**config.mk**
```make
export PLATFORM = sky130hd
export DESIGN_NAME = codec_ctl_device_flat
export DESIGN_NICKNAME = d
export VERILOG_FILES = /design/src/hw/codec_ctl_pkg.sv /design/src/hw/codec_ctl_if.sv /design/src/hw/codec_ctl_device.sv /design/src/flat_wrapper.sv
export SDC_FILE = /design/constraint.sdc
export NUM_CORES = 1
export LEC_CHECK = 0
export ABC_AREA = 1
export BUFFER_PORTS_ARGS = -buffer_cell sky130_fd_sc_hd__clkbuf_2
export CAP_MARGIN = 0
export CORE_ASPECT_RATIO = 0.5
export CORE_MARGIN = 1.5
export CORE_UTILIZATION = 52
export CTS_BUF_LIST = sky130_fd_sc_hd__clkbuf_8
export DETAILED_ROUTE_END_ITERATION = 10
export GPL_ROUTABILITY_DRIVEN = 0
export GPL_TIMING_DRIVEN = 0
export PLACE_DENSITY = 0.78
export SYNTH_ARGS = -nofsm -noshare
export SYNTH_HDL_FRONTEND = slang
export SYNTH_SLANG_ARGS = --single-unit
```
**constraint.sdc**
```tcl
create_clock -name SYS_CLK -period 3.3 [get_ports SYS_CLK]
set_input_delay 0.33 -clock SYS_CLK [delete_from_list [all_inputs] [get_ports SYS_CLK]]
set_output_delay 0.33 -clock SYS_CLK [all_outputs]
set_load 0.005 [all_outputs]
```
**src/hw/codec_ctl_pkg.sv**
```systemverilog
// Shared constants for the codec control instruction link and both of its ends
package codec_ctl_pkg;
  // First instruction byte layout
  localparam int POWER_BIT = 7;
  localparam int ADDR_MSB = 6;
  localparam int ADDR_LSB = 3;
  localparam int READ_BIT = 2;
  localparam int SINGLE_BIT = 0;
  // Programming register addresses
  localparam logic [3:0] ADDR_CONTROL = 4'h0;
  localparam logic [3:0] ADDR_RX_GAIN = 4'h4;
  localparam logic [3:0] ADDR_RX_SLOT = 4'h5;
  localparam logic [3:0] ADDR_RESERVED_LOW = 4'h3;
  localparam logic [3:0] ADDR_RESERVED_FIRST = 4'hB;
  // Mask of the ten used addresses, bit n for address n
  localparam logic [15:0] USED_ADDR_MASK = 16'h07F7;
  // Field positions
  localparam int TIMING_BIT = 3;
  localparam int RX_ENABLE_BIT = 7;
  localparam int RX_PORT_BIT = 6;
  localparam int SLOT_MSB = 5;
  // Values after reset
  localparam logic [7:0] PROG_RESET = 8'h00;
  localparam logic POWER_DOWN_RESET = 1'b1;
  localparam logic [7:0] GAIN_OFF = 8'h00;
  // Hard reset pulse length from the controller
  localparam int HARD_RESET_NS = 20;
  localparam int CLK_PERIOD_NS = 4;
  localparam int HARD_RESET_CYCLES = (HARD_RESET_NS + CLK_PERIOD_NS - 1) / CLK_PERIOD_NS;
  // Controller register offsets
  localparam logic [3:0] REG_COMMAND = 4'h0;
  localparam logic [3:0] REG_RESET = 4'h4;
  localparam logic [3:0] REG_STATUS = 4'h8;
  localparam logic [3:0] REG_READBACK = 4'hC;

  typedef enum logic {expect_first, expect_second} byte_state_type;
  typedef enum logic [1:0] {send_idle, send_first, send_second, send_reset} send_state_type;
endpackage

```
**src/hw/codec_ctl_if.sv**
```systemverilog
// Byte-wide control instruction link between controller and codec
`timescale 1ns/1ps
interface codec_ctl_if;
  logic [7:0] ctl_byte;
  logic ctl_strobe;
  logic hard_reset_input;
  logic [7:0] read_byte;
  logic read_valid;

  modport device (
    input ctl_byte, ctl_strobe, hard_reset_input,
    output read_byte, read_valid
  );
  modport controller (
    output ctl_byte, ctl_strobe, hard_reset_input,
    input read_byte, read_valid
  );
endinterface

```
**src/hw/codec_ctl_device.sv**
```systemverilog
// Codec control interface: instruction decoder, programming registers, receive gating
//
// Implementation choices: the register offsets and the strobed register port.
`timescale 1ns/1ps
module codec_ctl_device
  import codec_ctl_pkg::*;
(
  // Clock, reset, enable
  input wire logic SYS_CLK,
  input wire logic RST,
  input wire logic CE,
  // Control link
  codec_ctl_if.device LINK,
  // Receive PCM ports
  input wire logic [7:0] PCM_RECEIVE_INPUT0,
  input wire logic [7:0] PCM_RECEIVE_INPUT1,
  input wire logic [5:0] PCM_RX_SLOT,
  input wire logic PCM_RX_VALID,
  // Receive output and state
  output logic [7:0] RECEIVE_ANALOG_OUTPUT,
  output logic RECEIVE_OUTPUT_VALID,
  output logic [7:0] RX_GAIN_CODE,
  output logic POWERED_DOWN,
  output logic DELAYED_TIMING,
  output logic BYTE_PHASE
);
  byte_state_type byte_state;
  logic [7:0] prog [0:15];
  logic [3:0] held_addr;
  logic held_read;
  logic powered_down;
  logic dev_reset;
  logic [3:0] new_addr;
  logic first_valid;
  logic addr_used;
  logic [7:0] rx_sample;
  logic rx_accept;

  // Power-up and hard reset share one synchronous reset path
  assign dev_reset = RST | LINK.hard_reset_input;
  assign new_addr = LINK.ctl_byte[ADDR_MSB:ADDR_LSB];
  assign first_valid = LINK.ctl_strobe && byte_state == expect_first;
  // Reserved codes are decoded as unused so they cannot corrupt state
  assign addr_used = USED_ADDR_MASK[held_addr];

  // Byte position within an instruction
  always_ff @(posedge SYS_CLK) begin
    if (dev_reset) begin
      byte_state <= expect_first;
    end else if (CE && LINK.ctl_strobe) begin
      unique case (byte_state)
        expect_first: begin
          // One-byte power instruction leaves the counter at first byte
          if (!LINK.ctl_byte[SINGLE_BIT]) begin
            byte_state <= expect_second;
          end
        end
        expect_second: begin
          byte_state <= expect_first;
        end
      endcase
    end
  end

  // Address and direction held from the first byte
  always_ff @(posedge SYS_CLK) begin
    if (dev_reset) begin
      held_addr <= 4'h0;
      held_read <= 1'b0;
    end else if (CE && first_valid) begin
      held_addr <= new_addr;
      held_read <= LINK.ctl_byte[READ_BIT];
    end
  end

  // Every first byte carries the power control bit
  always_ff @(posedge SYS_CLK) begin
    if (dev_reset) begin
      powered_down <= POWER_DOWN_RESET;
    end else if (CE && first_valid) begin
      powered_down <= LINK.ctl_byte[POWER_BIT];
    end
  end

  // Programming registers; reset restores defaults, so software must rewrite them
  always_ff @(posedge SYS_CLK) begin
    if (dev_reset) begin
      for (int i = 0; i < 16; i++) begin
        prog[i] <= PROG_RESET;
      end
    end else if (CE && LINK.ctl_strobe && byte_state == expect_second) begin
      if (!held_read && addr_used) begin
        prog[held_addr] <= LINK.ctl_byte;
      end
    end
  end

  // Read answer follows the first byte of a read instruction
  always_ff @(posedge SYS_CLK) begin
    if (dev_reset) begin
      LINK.read_byte <= 8'h00;
      LINK.read_valid <= 1'b0;
    end else if (CE) begin
      LINK.read_valid <= 1'b0;
      if (first_valid && LINK.ctl_byte[READ_BIT] && !LINK.ctl_byte[SINGLE_BIT]) begin
        // Reserved addresses read back as zero
        LINK.read_byte <= USED_ADDR_MASK[new_addr] ? prog[new_addr] : 8'h00;
        LINK.read_valid <= 1'b1;
      end
    end
  end

  // Receive path gating
  assign rx_sample = prog[ADDR_RX_SLOT][RX_PORT_BIT] ? PCM_RECEIVE_INPUT1
                                                      : PCM_RECEIVE_INPUT0;
  assign rx_accept = PCM_RX_VALID && !powered_down
                     && prog[ADDR_RX_SLOT][RX_ENABLE_BIT]
                     && PCM_RX_SLOT == prog[ADDR_RX_SLOT][SLOT_MSB:0];

  always_ff @(posedge SYS_CLK) begin
    if (dev_reset) begin
      RECEIVE_ANALOG_OUTPUT <= 8'h00;
      RECEIVE_OUTPUT_VALID <= 1'b0;
    end else if (CE) begin
      RECEIVE_OUTPUT_VALID <= rx_accept;
      if (!prog[ADDR_RX_SLOT][RX_ENABLE_BIT] || powered_down) begin
        RECEIVE_ANALOG_OUTPUT <= 8'h00;
      end else if (rx_accept) begin
        // Off code mutes rather than attenuating
        RECEIVE_ANALOG_OUTPUT <= prog[ADDR_RX_GAIN] == GAIN_OFF ? 8'h00 : rx_sample;
      end
    end
  end

  always_ff @(posedge SYS_CLK) begin
    if (dev_reset) begin
      RX_GAIN_CODE <= GAIN_OFF;
      POWERED_DOWN <= POWER_DOWN_RESET;
      DELAYED_TIMING <= 1'b0;
      BYTE_PHASE <= 1'b0;
    end else if (CE) begin
      RX_GAIN_CODE <= prog[ADDR_RX_GAIN];
      POWERED_DOWN <= powered_down;
      DELAYED_TIMING <= prog[ADDR_CONTROL][TIMING_BIT];
      BYTE_PHASE <= byte_state == expect_second;
    end
  end
endmodule

```
**src/flat_wrapper.sv**
```systemverilog
// flat-port wrapper written by rule: the top's interface ports become plain ports
module codec_ctl_device_flat import codec_ctl_pkg::*;
  (SYS_CLK, RST, CE, PCM_RECEIVE_INPUT0, PCM_RECEIVE_INPUT1, PCM_RX_SLOT, PCM_RX_VALID, RECEIVE_ANALOG_OUTPUT, RECEIVE_OUTPUT_VALID, RX_GAIN_CODE, POWERED_DOWN, DELAYED_TIMING, BYTE_PHASE, LINK_ctl_byte, LINK_ctl_strobe, LINK_hard_reset_input, LINK_read_byte, LINK_read_valid);
  codec_ctl_if LINK_i ();
  input wire logic SYS_CLK;
  input wire logic RST;
  input wire logic CE;
  input wire logic [7:0] PCM_RECEIVE_INPUT0;
  input wire logic [7:0] PCM_RECEIVE_INPUT1;
  input wire logic [5:0] PCM_RX_SLOT;
  input wire logic PCM_RX_VALID;
  output logic [7:0] RECEIVE_ANALOG_OUTPUT;
  output logic RECEIVE_OUTPUT_VALID;
  output logic [7:0] RX_GAIN_CODE;
  output logic POWERED_DOWN;
  output logic DELAYED_TIMING;
  output logic BYTE_PHASE;
  input wire logic [$bits(LINK_i.ctl_byte)-1:0] LINK_ctl_byte;
  input wire logic [$bits(LINK_i.ctl_strobe)-1:0] LINK_ctl_strobe;
  input wire logic [$bits(LINK_i.hard_reset_input)-1:0] LINK_hard_reset_input;
  output wire logic [$bits(LINK_i.read_byte)-1:0] LINK_read_byte;
  output wire logic [$bits(LINK_i.read_valid)-1:0] LINK_read_valid;
  assign LINK_i.ctl_byte = LINK_ctl_byte;
  assign LINK_i.ctl_strobe = LINK_ctl_strobe;
  assign LINK_i.hard_reset_input = LINK_hard_reset_input;
  assign LINK_read_byte = LINK_i.read_byte;
  assign LINK_read_valid = LINK_i.read_valid;
  codec_ctl_device u_core (.SYS_CLK(SYS_CLK), .RST(RST), .CE(CE), .LINK(LINK_i), .PCM_RECEIVE_INPUT0(PCM_RECEIVE_INPUT0), .PCM_RECEIVE_INPUT1(PCM_RECEIVE_INPUT1), .PCM_RX_SLOT(PCM_RX_SLOT), .PCM_RX_VALID(PCM_RX_VALID), .RECEIVE_ANALOG_OUTPUT(RECEIVE_ANALOG_OUTPUT), .RECEIVE_OUTPUT_VALID(RECEIVE_OUTPUT_VALID), .RX_GAIN_CODE(RX_GAIN_CODE), .POWERED_DOWN(POWERED_DOWN), .DELAYED_TIMING(DELAYED_TIMING), .BYTE_PHASE(BYTE_PHASE));
endmodule
```
# == Word-level counts from Yosys, hierarchy flattened ==
# Memory sizes are Yosys's and may differ from the RTL's. A register that Yosys moved wholly into a read port is not among the register bits.
# Index checks and enable logic that the tools add are counted.
# op_classes
magnitude_cmp,2
eq_ne,1
n_mux,21
n_bitwise,2
reduce_logical,20
# ops
cell,count
2-to-1 mux 8 bit,6
2-to-1 mux 4 bit,3
2-to-1 mux 1 bit,11
logical AND 1 bit,10
"< comparator 4 x 5 -> 1 bit, second input constant",2
zero test 8 bit,1
OR reduction 8 bit,1
== test 6 bit,1
zero test 1 bit,4
AND reduction 2 bit,2
one-hot mux 1 bit (2 select lines),1
nonzero test 2 bit,1
logical OR 1 bit,1
inverter 1 bit,1
OR 1 bit,1
# totals
regBits,35
ram_bits,128
mem_bits_ro,32
word_cells,60
n_memories,3
# mem_list
memory,words,width,read_ports,rd_ports_with_merged_regs,write_ports,line,source
u_core.prog,16,8,4,1,16,codec_ctl_device.sv:28,logic [7:0] prog [0:15];
(no name shown),16,1,1,1,0,codec_ctl_device.sv:44,assign addr_used = USED_ADDR_MASK[held_addr];
(no name shown),16,1,1,0,0,codec_ctl_device.sv:107,LINK.read_byte <= USED_ADDR_MASK[new_addr] ? prog[new_addr] : 8'h00;

# == Depth between registers and ports, before layout ==
# depth
depth_word,9
depth_mapped,11

# == Least setup slack after synthesis ==
# OpenSTA, ideal clock, no wires.
# synth_path
path_type,input to register
from,in LINK_hard_reset_input
to,mem u_core.prog[6][0] (enable)
arrival_ps,1353
required_ps,2971
slack_ps,1619
stages,7
n_path_buf,0
path_cell_list,nor2_2 inv_1 nor3_2 nand2_1 nor2_4 nand2_2 nand2_1
# synth_rtl
element,line,source
start: declaration,flat_wrapper.sv:20,input wire logic [$bits(LINK_i.hard_reset_input)-1:0] LINK_hard_reset_input;
end: declaration,codec_ctl_device.sv:28,

==> flow_metrics.py <==
metrics = {
    "cells_and_area": {
        "final_nets": 868,
        "layout_commonest_cell": "nand2_1",
        "fin_cells": 1010,
        "drive_above_1_share_pct": 14.9,
        "area_growth_pct": 14.7,
        "multiInputGateArea_mm2": 0.00226,
        "num-fill-cells": 1036,
        "n_antenna_cell": 0,
        "final_cell_mix": "228 x nand2_1, 154 x nor2_1, 96 x edfxtp_1, 63 x clkbuf_2",
        "seq_area_mm2": 0.00362,
    },
    "drt": {
        "met2_length_mm": 7.15,
        "dr.pass1.iters": 5,
        "drt_iter0_markers": 654,
        "final_antenna_net_count": 0,
        "drc_errors": 0,
        "top_layer": "met4",
        "viasPerCell": 5.35,
        "avgRoutedWirePerCell_um": 15.6,
        "wl_met3_mm": 1.67,
        "routed_wl_mm": 15.8,
        "vias": 5408,
        "wirelength_met1_mm": 6.67,
    },
    "setup_path": {
        "startpoint_type": "register",
        "crit_family": "simple AND/OR/NAND/NOR gates",
        "cpMostUsedCell": "nand2_1",
        "cp_num_cells": 6,
        "critical_path_buf_inv_count": 0,
        "crit_fanout": 9,
        "reg2reg_depth": 6,
        "ff2ff_setup_slack_ps": 1350,
        "max_stage_delay_ps": 420,
        "path_cells": "nand3_1 > nor3_2 > nand2_1 > nor2_4 > nand2_2 > nand2_1",
        "worstPathArrival_ps": 2050,
        "worstSetupPathType": "register to register",
        "cpMaxStageDelayCell": "dfxtp_1",
        "end_kind": "register",
        "cp_data_required_time_ps": 3400,
    },
    "clocking": {
        "cts_root_buffer": "clkbuf_8",
        "ctsHtreeMaxLevel": 4,
        "cts_tree": "yes",
        "ctsResizeCount": 0,
        "cts.path.max_buffers": 2,
        "insertion_delay_ps": 440,
        "cts_made_buffers": 17,
        "cts_hold_buf": 0,
        "clock-sinks": 133,
        "worst_setup_hold_path_clk_slew_ps": 80,
        "postCtsSetupBuffers": 0,
    },
    "synth": {
        "synthCells": 750,
        "yosysSeqAreaShare_pct": 58.0,
        "ys.warnings.count": 0,
        "syn_area_per_cell_um2": 8.32,
        "synth_cell_types": 23,
        "syn-cell-area_mm2": 0.00624,
        "syn_nets": 786,
        "synth_seq_cells": 133,
    },
    "sta": {
        "setup_ws_ps": 1350,
        "fin_setup_tns_ps": 0,
        "finalClockSkew_ps": 8.54,
        "fmax_ghz": 0.513,
        "fin_crit_ps": 1950,
        "hold_viol_final": 0,
        "slew_violations": 0,
        "worstMarginPinSlew_ps": 645,
        "hold_ws_ps": 135,
        "finalCritPeriodShare_pct": 59.1,
        "max_slew_margin_pct": 56.9,
        "setup_violations": 0,
        "rsz0062_at_grt": "false",
    },
    "floorplanning": {
        "rows": 28,
        "coreArea_mm2": 0.0118,
        "io_pins": 65,
        "die_y_um": 80.5,
        "dieArea_mm2": 0.0127,
        "die_x_um": 158,
        "start_util_pct": 53.0,
    },
    "global_routing": {
        "grt_pass1_wl_mm": 23.6,
        "grt-ovfl-total": 0,
        "track_usage_pct": 25.5,
        "grt_pass1_vias": 4731,
        "antenna_found_initial": 0,
        "grt_max_degree": 17,
    },
    "placement": {
        "dp_cells": 978,
        "dp_slack_ps": 1050,
        "portBuffers": 63,
        "place_hpwl_mm": 11.8,
    },
    "hold_path": {
        "hold_class": "primary input to register",
        "min_path_cells": 3,
    },
    "pwr": {
        "power_density_mw_per_mm2": 494,
        "power.leakage_nw": 3.14,
        "peakVddDrop_mv": 0.244,
    },
    "job": {
        "drv_cap": 0,
    },
    "status": {
        "status": "finished, final reports clean",
    },
}
[worst reg2reg max path: cells and delay by family, from the launching register on]
family / cells / cell delay [ps]
DFF: 1 / 420
and+or+nand+nor: 6 / 1190
[power breakdown]
group | switching (W) | internal [W]
registers | 0.0000238 | 0.00184
logic | 0.000218 | 0.0000886
clock network | 0.000624 | 0.000740
total | 0.000866 | 0.00267
[sequential cells by signal, indices dropped and copies added, names as in the netlist]
name                          cells
u_core.LINK.read_valid            1
u_core.LINK.read_byte             8
u_core.DELAYED_TIMING             1
u_core.prog                      96
u_core.addr_used                  1
u_core.byte_state                 1
u_core.RECEIVE_OUTPUT_VALID       1
u_core.powered_down               1
u_core.BYTE_PHASE                 1
u_core.RECEIVE_ANALOG_OUTPUT      8
u_core.RX_GAIN_CODE               8
u_core.POWERED_DOWN               1
u_core.held_read                  1
u_core.held_addr                  4
[logic make-up after synthesis]
group	share of synthesized area [%]
simple gates	31.0
xor+xnor	0.140
compound gates	3.77
buf+inv	5.77
mux	1.28
flops	58.0
[metal layers]
metal | GRT usage, % | up-vias
li1 | - | 2574
met1 | 33.2 | 2508
met2 | 41.4 | 292
met3 | 7.61 | 34
met4 | 7.85 | 0
met5 | 0 | -
[area by class of cell]
type / count / area share [%]
timing repair buffer: 63 / 4.40
multi-input combinational: 525 / 31.6
tap: 165 / 2.88
clock inverter: 11 / 1.47
inverter: 55 / 2.88
clock buffer: 21 / 4.04
sequential: 133 / 50.6
buffer: 37 / 2.15
[Yosys cell counts, drive strengths merged]
library cell	n	area share, %
xnor2	1	0.14
mux2i	8	1.3
nor3	9	0.80
a21oi	32	2.6
nand3b	1	0.12
clkinv	3	0.18
nand3	55	4.5
nor2	160	10
edfxtp	96	46
o211ai	2	0.24
buf	18	1.3
inv	52	3.1
clkbuf	19	1.1
nand2	241	15
o21ai	12	0.96
nand4	4	0.40
dfxtp	37	12
[through the flow]
step	utilization, %	cell area [µm²]	power [W]
after floorplan	-	6240	0.00209
after global placement	57.5	6770	0.00219
after detailed placement	57.5	6770	0.00220
after CTS	60.8	7160	0.00353
after global routing	60.8	7160	0.00364
final	60.8	7160	0.00354
[final timing paths]
check                          from                  end
setup / recovery  u_core.byte_state   u_core.prog[11][6]
hold / removal     LINK_ctl_byte[7]  u_core.powered_down
setup reg to reg  u_core.byte_state   u_core.prog[11][6]
hold reg to reg    u_core.held_read     u_core.held_read
No activity file was read; power rests on OpenSTA's default activity.
